==> src/core/pin_mux_pkg.sv <==
// Constants, types and carriers shared by the multifunction pin mux.
// Assumes a single core clock; pad levels arrive as plain synchronous inputs.
package pin_mux_pkg;

    localparam int NPAD = 11;
    localparam int FN_W = 4;

    // Function codes that a pad may carry
    typedef enum logic [FN_W-1:0] {
        FN_GPIO = 4'h0,
        FN_PT_I2C1 = 4'h1,
        FN_PT_UART1 = 4'h2,
        FN_PT_I2C2 = 4'h3,
        FN_PT_UART2 = 4'h4,
        FN_FSYNC_OUT = 4'h5,
        FN_FSYNC_IN = 4'h6,
        FN_VSYNC = 4'h7,
        FN_VALID = 4'h8,
        FN_SPI = 4'h9,
        FN_UART_MODE = 4'hA,
        FN_LOCK = 4'hB,
        FN_FAULT = 4'hC,
        FN_SENSE = 4'hD
    } func_t;

    // Pads on which each function exists, one bit per pad
    localparam logic [NPAD-1:0] ALLOW_GPIO = 11'h7FF;
    localparam logic [NPAD-1:0] ALLOW_PT = 11'h063;
    localparam logic [NPAD-1:0] ALLOW_FSYNC_OUT = 11'h001;
    localparam logic [NPAD-1:0] ALLOW_FSYNC_IN = 11'h042;
    localparam logic [NPAD-1:0] ALLOW_MONITOR = 11'h009;
    localparam logic [NPAD-1:0] ALLOW_SPI = 11'h0FD;
    localparam logic [NPAD-1:0] ALLOW_UART_MODE = 11'h001;
    localparam logic [NPAD-1:0] ALLOW_LOCK = 11'h002;
    localparam logic [NPAD-1:0] ALLOW_FAULT = 11'h010;
    localparam logic [NPAD-1:0] ALLOW_SENSE = 11'h780;

    // Pad roles inside the mux
    localparam logic [NPAD-1:0] PADS_STRAP = 11'h00C;
    localparam logic [NPAD-1:0] PADS_OPEN_DRAIN_GP = 11'h060;
    localparam logic [NPAD-1:0] PADS_INPUT_ONLY = 11'h780;
    localparam logic [NPAD-1:0] PADS_PT_DATA = 11'h021;
    localparam int PAD_STRAP_ZERO = 2;
    localparam int PAD_STRAP_ONE = 3;
    localparam int PAD_SENSE_BASE = 7;

    // Power-up functions, four bits per pad, pad 10 leftmost
    localparam logic [NPAD*FN_W-1:0] FUNC_RESET = 44'h0000_22C0_0B0;
    // Power-up pulls
    localparam logic [NPAD-1:0] PULLUP_RESET = 11'h072;
    localparam logic [NPAD-1:0] PULLDOWN_RESET = 11'h781;

    // Strap capture waits for the synchroniser to fill
    localparam logic [1:0] STRAP_WAIT = 2'h2;

    // Timing
    localparam int CLK_HZ = 10_000_000;
    localparam int UART1_BPS = 1_000_000;
    localparam int UART1_DIV = CLK_HZ / UART1_BPS;
    localparam int DIV_W = 8;

    // Drive of every pad
    typedef struct packed {
        logic [NPAD-1:0] o;
        logic [NPAD-1:0] oe;
        logic [NPAD-1:0] pu;
        logic [NPAD-1:0] pd;
    } pad_drv_t;

    // SPI engine towards the pads
    typedef struct packed {
        logic master;
        logic sclk_out;
        logic mosi_out;
        logic miso_out;
        logic ss1;
        logic ss2;
        logic data_waiting;
    } spi_core_t;

    // Pad levels handed to the internal functions
    typedef struct packed {
        logic spi_sclk;
        logic spi_mosi;
        logic spi_miso;
        logic spi_dir_select;
        logic frame_sync_input;
        logic [1:0][1:0] pt_in;
        logic [3:0] fault_sense;
        logic [NPAD-1:0] link_gpio_in;
        logic [NPAD-1:0] reg_gpio_in;
        logic uart_bypass;
        logic [1:0] strap;
        logic strap_valid;
        logic ctrl_uart_sel;
        logic uart1_tick;
    } core_out_t;

endpackage

==> src/core/multifunction_pin_mux.sv <==
// Multifunction pad multiplexer: maps eleven shared pads onto internal functions.
// Assumes pad levels are synchronous inputs and pad buffers act on o/oe/pu/pd.
// Behaviour
// - mode pin low base, high bypass, overridable
// - external master drives read/write select
// - slave drives data-waiting high when data held
// - fault pad pulled low on error conditions
// - fault pad released during power-down
// - straps sampled once, then ignored
// - pad zero powers up pulled-down input
// - strap-shared outputs power up high impedance
// - pads five, six open-drain released, receiving
// - SPI clock output master, pulled-down input slave
// - MOSI drives in master, receives in slave
// - MISO receives in master, drives in slave
// - master drives two slave selects on strap pads
// - first UART channel defaults to 1 Mbps
// - legacy mode GPIO reached only through registers
// - pads power up in default functions
// - lock pad is open-drain lock indication
// - per-stream sync and valid monitor outputs
// - pads seven to ten sense or input
// - frame sync out on pad zero, in elsewhere
// - control channel I2C or UART from strap
`timescale 1ns/1ns

module multifunction_pin_mux
    import pin_mux_pkg::*;
#(
    parameter int UART_DIV = UART1_DIV
) (
    input wire logic CLK_I,
    input wire logic RESET_I,
    input wire logic [NPAD-1:0] PAD_IN_I,
    input wire logic [NPAD*FN_W-1:0] FUNC_SEL_I,
    input wire logic FUNC_LOAD_I,
    input wire logic LEGACY_MODE_I,
    input wire logic [NPAD-1:0] GPIO_OE_I,
    input wire logic [NPAD-1:0] REG_GPIO_OUT_I,
    input wire logic [NPAD-1:0] LINK_GPIO_OUT_I,
    input wire spi_core_t SPI_CORE_I,
    input wire logic [1:0][1:0] PT_PULL_LOW_I,
    input wire logic FRAME_SYNC_OUTPUT_I,
    input wire logic [1:0] VSYNC_I,
    input wire logic [1:0] VALID_I,
    input wire logic LINK_LOCK_I,
    input wire logic DATA_ERROR_I,
    input wire logic LINE_FAULT_I,
    input wire logic IRQ_I,
    input wire logic IRQ_EN_I,
    input wire logic POWER_DOWN_N_I,
    input wire logic UART_MODE_OVR_EN_I,
    input wire logic UART_MODE_OVR_I,
    output pad_drv_t PAD_DRV_O,
    output core_out_t CORE_O,
    output logic [NPAD*FN_W-1:0] FUNC_ACTIVE_O
);

    // Whole state of the mux
    typedef struct packed {
        logic [NPAD-1:0] sync1;
        logic [NPAD-1:0] sync2;
        logic [NPAD*FN_W-1:0] func;
        pad_drv_t drv;
        core_out_t out;
        logic [1:0] strap_cnt;
        logic [DIV_W-1:0] div_cnt;
    } state_t;

    localparam logic [DIV_W-1:0] DIV_LAST = DIV_W'(UART_DIV - 1);

    state_t st_r;
    state_t st_nxt;

    // Pad on which a function may stand
    function automatic logic fn_allowed(input func_t fn, input int p);
        logic [NPAD-1:0] m;
        m = '0;
        unique case (fn)
            FN_GPIO: m = ALLOW_GPIO;
            FN_PT_I2C1, FN_PT_UART1, FN_PT_I2C2, FN_PT_UART2: m = ALLOW_PT;
            FN_FSYNC_OUT: m = ALLOW_FSYNC_OUT;
            FN_FSYNC_IN: m = ALLOW_FSYNC_IN;
            FN_VSYNC, FN_VALID: m = ALLOW_MONITOR;
            FN_SPI: m = ALLOW_SPI;
            FN_UART_MODE: m = ALLOW_UART_MODE;
            FN_LOCK: m = ALLOW_LOCK;
            FN_FAULT: m = ALLOW_FAULT;
            FN_SENSE: m = ALLOW_SENSE;
            default: m = '0;
        endcase
        return m[p];
    endfunction

    // Next state: synchronise, capture straps, select and drive pads
    always_comb begin
        func_t fn;
        logic fault_on;
        logic gp_val;
        logic [1:0] ch;
        int strm;
        fn = FN_GPIO;
        fault_on = 1'b0;
        gp_val = 1'b0;
        ch = '0;
        strm = 0;
        st_nxt = st_r;
        st_nxt.sync1 = PAD_IN_I;
        st_nxt.sync2 = st_r.sync1;
        // Drivers and pulls released unless a function below claims them
        st_nxt.drv = '0;
        st_nxt.out.spi_sclk = 1'b0;
        st_nxt.out.spi_mosi = 1'b0;
        st_nxt.out.spi_miso = 1'b0;
        st_nxt.out.spi_dir_select = 1'b0;
        st_nxt.out.frame_sync_input = 1'b0;
        st_nxt.out.pt_in = '1;
        st_nxt.out.fault_sense = '0;
        st_nxt.out.link_gpio_in = '0;
        st_nxt.out.reg_gpio_in = '0;

        // Straps: one capture after the synchroniser fills, never again
        if (!st_r.out.strap_valid) begin
            if (st_r.strap_cnt == STRAP_WAIT) begin
                st_nxt.out.strap = {st_r.sync2[PAD_STRAP_ONE], st_r.sync2[PAD_STRAP_ZERO]};
                st_nxt.out.strap_valid = 1'b1;
                st_nxt.out.ctrl_uart_sel = st_r.sync2[PAD_STRAP_ZERO];
            end else begin
                st_nxt.strap_cnt = st_r.strap_cnt + 2'h1;
            end
        end

        // Function table reload from configuration
        if (FUNC_LOAD_I) begin
            st_nxt.func = FUNC_SEL_I;
        end

        // Bit-rate enable for the first UART channel
        st_nxt.out.uart1_tick = 1'b0;
        if (st_r.div_cnt == DIV_LAST) begin
            st_nxt.div_cnt = '0;
            st_nxt.out.uart1_tick = 1'b1;
        end else begin
            st_nxt.div_cnt = st_r.div_cnt + DIV_W'(1);
        end

        // Fault causes: data error, line fault or an enabled interrupt
        fault_on = DATA_ERROR_I | LINE_FAULT_I | (IRQ_I & IRQ_EN_I);

        // Per pad: only the selected function reaches the drivers
        for (int p = 0; p < NPAD; p++) begin
            fn = func_t'(st_r.func[p*FN_W +: FN_W]);
            if (!fn_allowed(fn, p)) begin
                fn = FN_GPIO;
            end
            // Strap pads stay released until their level is captured
            if (PADS_STRAP[p] && !st_r.out.strap_valid) begin
                fn = FN_GPIO;
            end
            // Lane of a pass-through pad and stream of a monitor pad
            ch = (PADS_PT_DATA[p]) ? 2'h0 : 2'h1;
            strm = (p == 0) ? 1 : 0;
            unique case (fn)
                // General purpose: register or link data, style by pad role
                FN_GPIO: begin
                    gp_val = LEGACY_MODE_I ? REG_GPIO_OUT_I[p] : LINK_GPIO_OUT_I[p];
                    if (LEGACY_MODE_I) begin
                        st_nxt.out.reg_gpio_in[p] = st_r.sync2[p];
                    end else begin
                        st_nxt.out.link_gpio_in[p] = st_r.sync2[p];
                        st_nxt.out.reg_gpio_in[p] = st_r.sync2[p];
                    end
                    // Input only, open drain, strap-shared or push-pull pad
                    if (PADS_INPUT_ONLY[p]) begin
                        st_nxt.drv.pd[p] = 1'b1;
                    end else if (PADS_OPEN_DRAIN_GP[p]) begin
                        st_nxt.drv.pu[p] = 1'b1;
                        st_nxt.drv.oe[p] = GPIO_OE_I[p] & ~gp_val;
                    end else if (PADS_STRAP[p]) begin
                        st_nxt.drv.oe[p] = GPIO_OE_I[p] & st_r.out.strap_valid;
                        st_nxt.drv.o[p] = gp_val;
                    end else begin
                        st_nxt.drv.oe[p] = GPIO_OE_I[p];
                        st_nxt.drv.o[p] = gp_val;
                        st_nxt.drv.pd[p] = (p == 0) & ~GPIO_OE_I[p];
                    end
                end
                // Pass-through lines: open drain with pull-up
                FN_PT_I2C1, FN_PT_UART1, FN_PT_I2C2, FN_PT_UART2: begin
                    // Channel from the code; lane 0 on pads 0 and 5, lane 1 on pads 1 and 6
                    if ((fn == FN_PT_I2C1) || (fn == FN_PT_UART1)) begin
                        st_nxt.out.pt_in[0][ch[0]] = st_r.sync2[p];
                        st_nxt.drv.oe[p] = PT_PULL_LOW_I[0][ch[0]];
                    end else begin
                        st_nxt.out.pt_in[1][ch[0]] = st_r.sync2[p];
                        st_nxt.drv.oe[p] = PT_PULL_LOW_I[1][ch[0]];
                    end
                    st_nxt.drv.pu[p] = 1'b1;
                end
                // Frame sync push-pull output
                FN_FSYNC_OUT: begin
                    st_nxt.drv.oe[p] = 1'b1;
                    st_nxt.drv.o[p] = FRAME_SYNC_OUTPUT_I;
                end
                // Frame sync input held low by its pull-down
                FN_FSYNC_IN: begin
                    st_nxt.drv.pd[p] = 1'b1;
                    st_nxt.out.frame_sync_input = st_r.sync2[p];
                end
                // Vertical sync monitor of one stream
                FN_VSYNC: begin
                    st_nxt.drv.oe[p] = 1'b1;
                    st_nxt.drv.o[p] = VSYNC_I[strm];
                end
                // Data-valid monitor of one stream
                FN_VALID: begin
                    st_nxt.drv.oe[p] = 1'b1;
                    st_nxt.drv.o[p] = VALID_I[strm];
                end
                // SPI signals; direction of pads 0, 3, 5 and 6 follows the role
                FN_SPI: begin
                    // Pad zero: serial clock
                    if (p == 0) begin
                        st_nxt.drv.oe[p] = SPI_CORE_I.master;
                        st_nxt.drv.o[p] = SPI_CORE_I.sclk_out;
                        st_nxt.drv.pd[p] = ~SPI_CORE_I.master;
                        st_nxt.out.spi_sclk = SPI_CORE_I.master ? SPI_CORE_I.sclk_out : st_r.sync2[p];
                    end else if (p == 5) begin
                        // Master-out data line
                        st_nxt.drv.oe[p] = SPI_CORE_I.master;
                        st_nxt.drv.o[p] = SPI_CORE_I.mosi_out;
                        st_nxt.drv.pd[p] = ~SPI_CORE_I.master;
                        st_nxt.out.spi_mosi = st_r.sync2[p];
                    end else if (p == 6) begin
                        // Master-in data line
                        st_nxt.drv.oe[p] = ~SPI_CORE_I.master;
                        st_nxt.drv.o[p] = SPI_CORE_I.miso_out;
                        st_nxt.drv.pd[p] = SPI_CORE_I.master;
                        st_nxt.out.spi_miso = st_r.sync2[p];
                    end else if (p == PAD_STRAP_ZERO) begin
                        // First select as master, data waiting as slave
                        st_nxt.drv.oe[p] = 1'b1;
                        st_nxt.drv.o[p] = SPI_CORE_I.master ? SPI_CORE_I.ss1 : SPI_CORE_I.data_waiting;
                    end else if (p == PAD_STRAP_ONE) begin
                        // Second select, driven only as master
                        st_nxt.drv.oe[p] = SPI_CORE_I.master;
                        st_nxt.drv.o[p] = SPI_CORE_I.ss2;
                    end else begin
                        // Pads 4 and 7: read/write select from the external master
                        st_nxt.drv.pd[p] = 1'b1;
                        if (!SPI_CORE_I.master) begin
                            st_nxt.out.spi_dir_select = st_r.sync2[p];
                        end
                    end
                end
                // Mode select pin, overridable from configuration
                FN_UART_MODE: begin
                    st_nxt.drv.pd[p] = 1'b1;
                    st_nxt.out.uart_bypass = UART_MODE_OVR_EN_I ? UART_MODE_OVR_I : st_r.sync2[p];
                end
                // Lock indication: pulled low while unlocked
                FN_LOCK: begin
                    st_nxt.drv.pu[p] = 1'b1;
                    st_nxt.drv.oe[p] = ~LINK_LOCK_I;
                end
                // Fault flag: pulled low on any cause, released in power-down
                FN_FAULT: begin
                    st_nxt.drv.pu[p] = 1'b1;
                    st_nxt.drv.oe[p] = fault_on & POWER_DOWN_N_I;
                end
                // Line-fault sense inputs, pads seven to ten
                FN_SENSE: begin
                    st_nxt.out.fault_sense[2'(p - PAD_SENSE_BASE)] = st_r.sync2[p];
                end
                // Not reached once illegal codes fall back to general purpose
                default: begin
                    st_nxt.drv.oe[p] = 1'b0;
                end
            endcase
        end
    end

    // State register with power-up defaults
    always_ff @(posedge CLK_I) begin
        if (RESET_I) begin
            st_r <= '0;
            st_r.func <= FUNC_RESET;
            st_r.drv.pu <= PULLUP_RESET;
            st_r.drv.pd <= PULLDOWN_RESET;
            st_r.out.pt_in <= '1;
        end else begin
            st_r <= st_nxt;
        end
    end

    // Outputs straight from the state register
    assign PAD_DRV_O = st_r.drv;
    assign CORE_O = st_r.out;
    assign FUNC_ACTIVE_O = st_r.func;

endmodule // multifunction_pin_mux

==> config.mk <==
export PLATFORM = sky130hd
export DESIGN_NAME = multifunction_pin_mux
export DESIGN_NICKNAME = d
export VERILOG_FILES = /design/src/core/pin_mux_pkg.sv /design/src/core/multifunction_pin_mux.sv
export SDC_FILE = /design/constraint.sdc
export NUM_CORES = 1
export LEC_CHECK = 0
export ABC_AREA = 1
export BUFFER_PORTS_ARGS = -buffer_cell sky130_fd_sc_hd__buf_2
export CAP_MARGIN = 30
export CORE_UTILIZATION = 40
export CTS_CLUSTER_DIAMETER = 200
export DETAILED_ROUTE_END_ITERATION = 10
export PLACE_DENSITY = 0.62
export SLEW_MARGIN = 20
export SYNTH_ARGS = -nofsm -noshare
export SYNTH_HDL_FRONTEND = slang
export SYNTH_SLANG_ARGS = --single-unit
==> constraint.sdc <==
create_clock -name CLK_I -period 2.9 [get_ports CLK_I]
set_clock_uncertainty 0.05 [all_clocks]
set_input_delay 0.145 -clock CLK_I [delete_from_list [all_inputs] [get_ports CLK_I]]
set_output_delay 0.145 -clock CLK_I [all_outputs]
set_load 0.1 [all_outputs]
==> flow_summary.yaml, run 1 <==
run_status:
  status: "complete, no violations"
finish:
  final_util_pct: 47.66
  final_common_cell: "buf_2"
  diodes: 0
  fin_nets: 1539
  drive_above_1_share_pct: 21.23
  area_delta_synth_final_pct: 16.60
  fill_cells: 2266
  final_cell_mix: "229 x buf_2, 180 x nand2_1, 179 x inv_1, 173 x nor2_1, 169 x dfxtp_1"
route:
  drtIter0Drc: 1054
  wl_per_cell_um: 16.72
  drc: 0
  ant_nets: 0
  vias: 8686
  vias_per_cell: 5.074
  dr.pass1.iters: 5
  postRouteWirelength_mm: 28.63
synthesis:
  synth_top_family_by_area: "simple AND/OR/NAND/NOR gates"
  ys_seq_elements: 169
  synthDistinctLibCells: 52
  async_reset_ff_share_pct: 0
  seq_area_frac_synth_pct: 37.81
  synthMuxAreaShare_pct: 0
  synth_ff_type: "dfxtp_1"
  synthSimpleGateAreaFrac_pct: 25.17
  syn_inst: 1280
  synthAdderAreaFrac_pct: 0.4195
  synth_area_sq_um: 8947
  ys_warn_count: 0
  synth-edff-count: 0
  synth_compound_area_share_pct: 16.11
  avgSynthCellArea_sq_um: 6.990
  synthXorXnorAreaFrac_pct: 0.1958
die:
  die-area_sq_um: 22970
  initial_core_util_pct: 40.87
  die_w_um: 151.6
  die_h_um: 151.6
  rows: 54
  core-area_sq_um: 21890
  io_pins: 245
clock_network:
  cts_buffer_depth: 2
  cts_hold_buf: 42
  cts_tree: "yes"
  cts_resized: 0
  clkTransAtPathRegs_ns: 0.07
  cts_setup_buffers: 0
  worstSkewPairLatency_ns: 0.43
  cts-root-buf: "clkbuf_16"
  htree_levels: 4
  cts.sinks: 169
  cts_made_buffers: 17
hold_path:
  holdPathStages: 3
  holdPathEnd: "FUNC_ACTIVE_O[22]$_SDFFE_PP0P_"
  hp-class: "input pin to flip-flop"
  min_from: "FUNC_SEL_I[22]"
setup_path:
  worst_ep_required_time_ns: 3.21
  worst-r2r-cell-count: 9
  arrival_ns: 2.40
  r2r_setup_slack_ns: 0.80
  r2r_end: "PAD_DRV_O[36]$_SDFF_PP0_"
  r2r-start: "CORE_O[2]$_SDFF_PP0_"
  crit_slowest_cell: "dfxtp_1"
  end_kind: "flip-flop"
  start_kind: "flip-flop"
  crit_chain: "nand2_4, nor2_2, nor2_1, inv_1, nor2_1, inv_1, a21oi_1, a311oi_1, a31oi_1"
  path_class: "flip-flop to flip-flop"
  slowest_delay_ns: 0.47
  cp_max_fo: 10
global_routing:
  grt_pass1_vias: 7737
  grt_overflow: 0
  grt_start_max_net_pins: 59
  grt.total_usage_pct: 24.93
  grt_pass1_wl_mm: 42.57
  antenna_found_initial: 0
placement:
  gp_routability_congestion: 0.9348
  io_buffers: 230
  dp_hpwl_mm: 22.15
power:
  power_uw: 6933
  leakage_uw: 0.005035
  power.density_nw_per_um2: 664.6
  ir_worst_vdd_v: 0.0003429
sta:
  setup_viol: 0
  tightest_slew_ns: 0.6841
  rsz0062_at_grt: "false"
  period_needed_ns: 2.099
  hold_violations: 0
  max_freq_mhz: 476.5
  timing.hold.ws_ns: 0.006252
  slew_violations: 0
  maxSlewHeadroom_pct: 54.39
  min_period_over_period_pct: 72.37
  tns_ns: 0
flow_run:
  maxCapViolCount: 0
## through the flow
stage / instances / worst slack, ns / cell area [sq um]
6_report: 1712 / 0.8014 / 10430
5_1_grt: 1712 / 0.5383 / 10430
4_1_cts: 1712 / 0.8269 / 10430
3_5_place_dp: 1639 / 0.8464 / 9413
3_3_place_gp: 1639 / 0.8873 / 9413
2_1_floorplan: 1281 / 1.342 / 8951
## synthesized netlist by cell type (all sizes together) (2+ instances only)
library cell  instances  share of area (%)
nand3                55                3.3
buf                 149                 12
nor4                 20                1.4
a211oi                6               0.50
o21bai                2               0.17
a221oi                4               0.39
nand4                14               0.98
nand2               187                8.2
clkbuf               12               0.50
o21a                  4               0.34
o221ai                4               0.39
a22oi                 9               0.76
o21ai                99                5.6
dfxtp               169                 38
nor3                 44                2.5
ha                    3               0.42
a21oi                68                3.8
o22ai                15                1.2
o211ai                5               0.42
inv                 187                7.8
a311oi                3               0.29
or3                   3               0.21
nor2                183                8.3
a2111oi               2               0.20
o2111ai               3               0.29
a31oi                17                1.2
## cell type report
type | count | area (sq um) | share of cell area (%)
tap | 280 | 350.3 | 3.358
inverter | 187 | 701.9 | 6.728
timing repair buffer | 281 | 1642 | 15.74
clock buffer | 22 | 484.2 | 4.641
sequential | 169 | 3383 | 32.43
clock inverter | 9 | 115.1 | 1.103
multi-input combinational | 764 | 3756 | 36.00
## where the power goes
group	switching, uW	internal, uW	total, uW
sequential	153	2490	2650
clock	942	1360	2300
combinational	1580	405	1980
total	2670	4260	6930
## kinds of logic (layout without fill, tap and decap cells)
logic type	Yosys count	after routing
buf+inv	348	499
simple gates	511	511
compound gates	246	246
xor+xnor	2	2
other cells	1	2
fa+ha+maj	3	3
flops	169	169
## how the worst max path moves through the flow
stage	startpoint	end	slack [ns]	depth (start not counted)
after global placement	CORE_O[2]$_SDFF_PP0_	PAD_DRV_O[36]$_SDFF_PP0_	0.89	9
after global routing	CORE_O[2]$_SDFF_PP0_	CORE_O[5]$_SDFFE_PP0P_	0.54	15
after detailed placement	CORE_O[2]$_SDFF_PP0_	PAD_DRV_O[36]$_SDFF_PP0_	0.85	9
after CTS	CORE_O[2]$_SDFF_PP0_	CORE_O[5]$_SDFFE_PP0P_	0.83	15
after floorplan	CORE_O[2]$_SDFF_PP0_	CORE_O[35]$_SDFF_PP1_	1.34	16
final	CORE_O[2]$_SDFF_PP0_	PAD_DRV_O[36]$_SDFF_PP0_	0.80	9
## registers in the layout (all words and copies together) (netlist names), named ones only
| signal | cells |
|---|---|
| CORE_O | 38 |
| FUNC_ACTIVE_O | 44 |
| PAD_DRV_O | 44 |
| st_nxt | 11 |
| st_r | 21 |
## metal layers
layer  wire [um]  share of wire, %  GRT usage [%]
met3        2532               8.8          5.090
met5           0                 0              0
met2       11980                42          36.67
met1       13440                47          35.89
met4         680               2.4          8.366
## worst max-delay path, delay by kind of cell, from the launching register on
family | cells | cell delay, ns
simple gates | 4 | 0.71
compound gates | 3 | 0.56
buf+inv | 2 | 0.23
flops | 1 | 0.47
No activity file was read; power rests on OpenSTA's default activity.
==> run 2: changes to the inputs <==
--- a/config.mk
+++ b/config.mk
@@ -11,7 +11,7 @@
 export CORE_UTILIZATION = 40
 export CTS_CLUSTER_DIAMETER = 200
 export DETAILED_ROUTE_END_ITERATION = 10
-export PLACE_DENSITY = 0.62
+export PLACE_DENSITY = 0.64
 export SLEW_MARGIN = 20
 export SYNTH_ARGS = -nofsm -noshare
 export SYNTH_HDL_FRONTEND = slang
==> constraint.sdc (replaced) <==
create_clock -name CLK_I -period 1.75 [get_ports CLK_I]
set_clock_uncertainty 0.05 [all_clocks]
set_input_delay 0.0875 -clock CLK_I [delete_from_list [all_inputs] [get_ports CLK_I]]
set_output_delay 0.0875 -clock CLK_I [all_outputs]
set_load 0.1 [all_outputs]
==> run 2 against run 1 <==
The flow now finishes with violations (negative setup slack). Critical path depth unchanged. Flip-flop and latch count unchanged. Routed wire length increased by 6.3%. Sequential share of layout area decreased by 3.4 points. Global-route usage increased by 1.6 points. Sequential power increased by 65%. Die area unchanged. First-iteration DRC count decreased by 38%. Utilization increased by 5.8 points. Count of clock-buffer cells in the layout decreased by 3. Cell count increased by 7.4%. Hold slack improved by 0.0059 ns. Critical endpoint is now PAD_DRV_O[24]$_SDFF_PP0_. Largest power group unchanged. Highest routed layer unchanged.
==> flow_summary.yaml, run 2 (synthesis gave the netlist of run 1 again) <==
run_status:
  status: "finished with violations"
  violations: "negative setup slack"
clock_network:
  cts-root-buf: "clkbuf_16"
  cts.sinks: 169
  cts_tree: "yes"
  worstSkewPairLatency_ns: 0.44
  clkTransAtPathRegs_ns: 0.07
  htree_levels: 4
  cts_buffer_depth: 2
  cts_made_buffers: 17
power:
  seqPwrFrac_pct: 37.4
  intPower_uw: 6974
  leakage_uw: 0.005661
  ir_worst_vdd_v: 0.0005891
  power_uw: 11650
  power.density_nw_per_um2: 994.8
  p_comb_share_pct: 32.2
  switchingPower_uw: 4675
  p_clk_share_pct: 30.4
  switching_share_pct: 40.13
global_routing:
  grt_pass1_wl_mm: 45.36
  antenna_found_initial: 1
  grt.total_usage_pct: 26.50
  grt_pass1_vias: 8340
  grt_start_max_net_pins: 57
  grt_overflow: 0
setup_path:
  end_kind: "flip-flop"
  arrival_ns: 2.01
  worst_ep_required_time_ns: 2.00
  path_class: "flip-flop to flip-flop"
  crit_buf_inv: 4
  crit_slowest_cell: "dfxtp_2"
  slowest_delay_ns: 0.36
  crit_chain: "buf_12, nand2_8, o21ai_4, inv_1, nand3_4, inv_4, buf_4, a221oi_1, a31oi_1"
  critPathTopFamily: "compound AO/OA/AOI/OAI gates"
  start_kind: "flip-flop"
  cp_max_fo: 4
finish:
  fin_nets: 1664
  diodes: 0
  final_cell_mix: "229 x buf_2, 177 x nand2_1, 173 x inv_1, 160 x nor2_1, 158 x dfxtp_1"
  area_delta_synth_final_pct: 30.88
  drive_above_1_share_pct: 28.50
  fill_cells: 2121
  final_common_cell: "buf_2"
  final_cell_count_no_fill: 1838
die:
  die-area_sq_um: 22970
  core-area_sq_um: 21890
  rows: 54
  die_w_um: 151.6
  io_pins: 245
  initial_core_util_pct: 40.87
  die_h_um: 151.6
sta:
  max_freq_mhz: 566.4
  period_needed_ns: 1.766
  slew_violations: 0
  hold_violations: 0
  setup_viol: 1
  tightest_slew_ns: 0.5125
  min_period_over_period_pct: 100.9
  maxSlewHeadroom_pct: 65.71
  worst_slack_ns: -0.01554
  rsz0062_at_grt: "true"
hold_path:
  hp-class: "input pin to flip-flop"
route:
  drtIter0Drc: 656
  vias_per_cell: 4.999
  drc: 0
  ant_nets: 0
  dr.pass1.iters: 5
  postRouteWirelength_mm: 30.42
  vias: 9188
  wl_per_cell_um: 16.55
placement:
  dp_hpwl_mm: 23.37
  dp.cells: 1727
  gp_routability_congestion: 0.9415
  io_buffers: 230
flow_run:
  maxCapViolCount: 0
==> run 2: timing repair <==
item | in CTS | in global routing
gates resized for setup | 12 | 63
pin swaps | 2 | 13
setup buffers | 2 | 5
endpoints found under the setup margin | 9 | 17
cloned | 0 | 0
endpoints found under the hold margin | 82 | 0
hold buffers | 75 | 0
==> run 2: power by group through the flow <==
stage	Combinational, uW	Sequential [uW]	Clock (uW)
after floorplan	2850	4370	0
after global placement	3470	4430	0
after detailed placement	3490	4420	0
after CTS	3650	4340	3600
after global routing	3980	4390	3770
final	3750	4360	3540
==> run 2: layout make-up <==
cell class	count	area, sq um	area share, %
Inverter	187	709.4	6.058
Tap cell	280	350.3	2.992
Clock buffer	19	442.9	3.782
Timing Repair Buffer	406	2745	23.44
Sequential cell	169	3397	29.01
Multi-Input combinational cell	764	3969	33.89
Clock inverter	13	96.34	0.8227
==> run 2: worst paths after layout <==
path | from | endpoint | slack, ns | depth (start not counted)
max | CORE_O[2]$_SDFF_PP0_ | PAD_DRV_O[24]$_SDFF_PP0_ | -0.02 | 9
min | FUNC_SEL_I[29] | FUNC_ACTIVE_O[29]$_SDFFE_PP0P_ | 0.01 | 3
max reg2reg | CORE_O[2]$_SDFF_PP0_ | PAD_DRV_O[24]$_SDFF_PP0_ | -0.02 | 9
min reg2reg | st_nxt[144]$_SDFF_PP0_ | st_r[144]$_SDFF_PP0_ | 0.35 | 2
==> run 2: routing by layer <==
layer	routed length (um)	track usage [%]	vias to the layer above
met3	2508	4.341	52
met4	741	8.762	0
li1	-	-	4588
met2	13070	39.27	395
met1	14100	38.63	4153
met5	0	0	-
==> run 2: tightest hold or removal path, stage by stage <==
cell and delay, ns:
buf_2 0.08, o21ai_0 0.11, a21oi_1 0.17
==> run 2: per-stage QoR <==
stage          utilization, %  cell area, sq um  worst slack, ns  hold WS [ns]  setup TNS [ns]
3_5_place_dp            46.36             10150          -0.3170        0.2421         -0.5836
4_1_cts                 52.50             11490        -0.001546      0.007352       -0.001546
2_1_floorplan               -              8951           0.1916        0.1445               0
3_3_place_gp            46.36             10150          -0.3115        0.2422         -0.4683
5_1_grt                 53.49             11710          -0.1481       0.02192         -0.7185
6_report                53.49             11710         -0.01554       0.01211        -0.01554
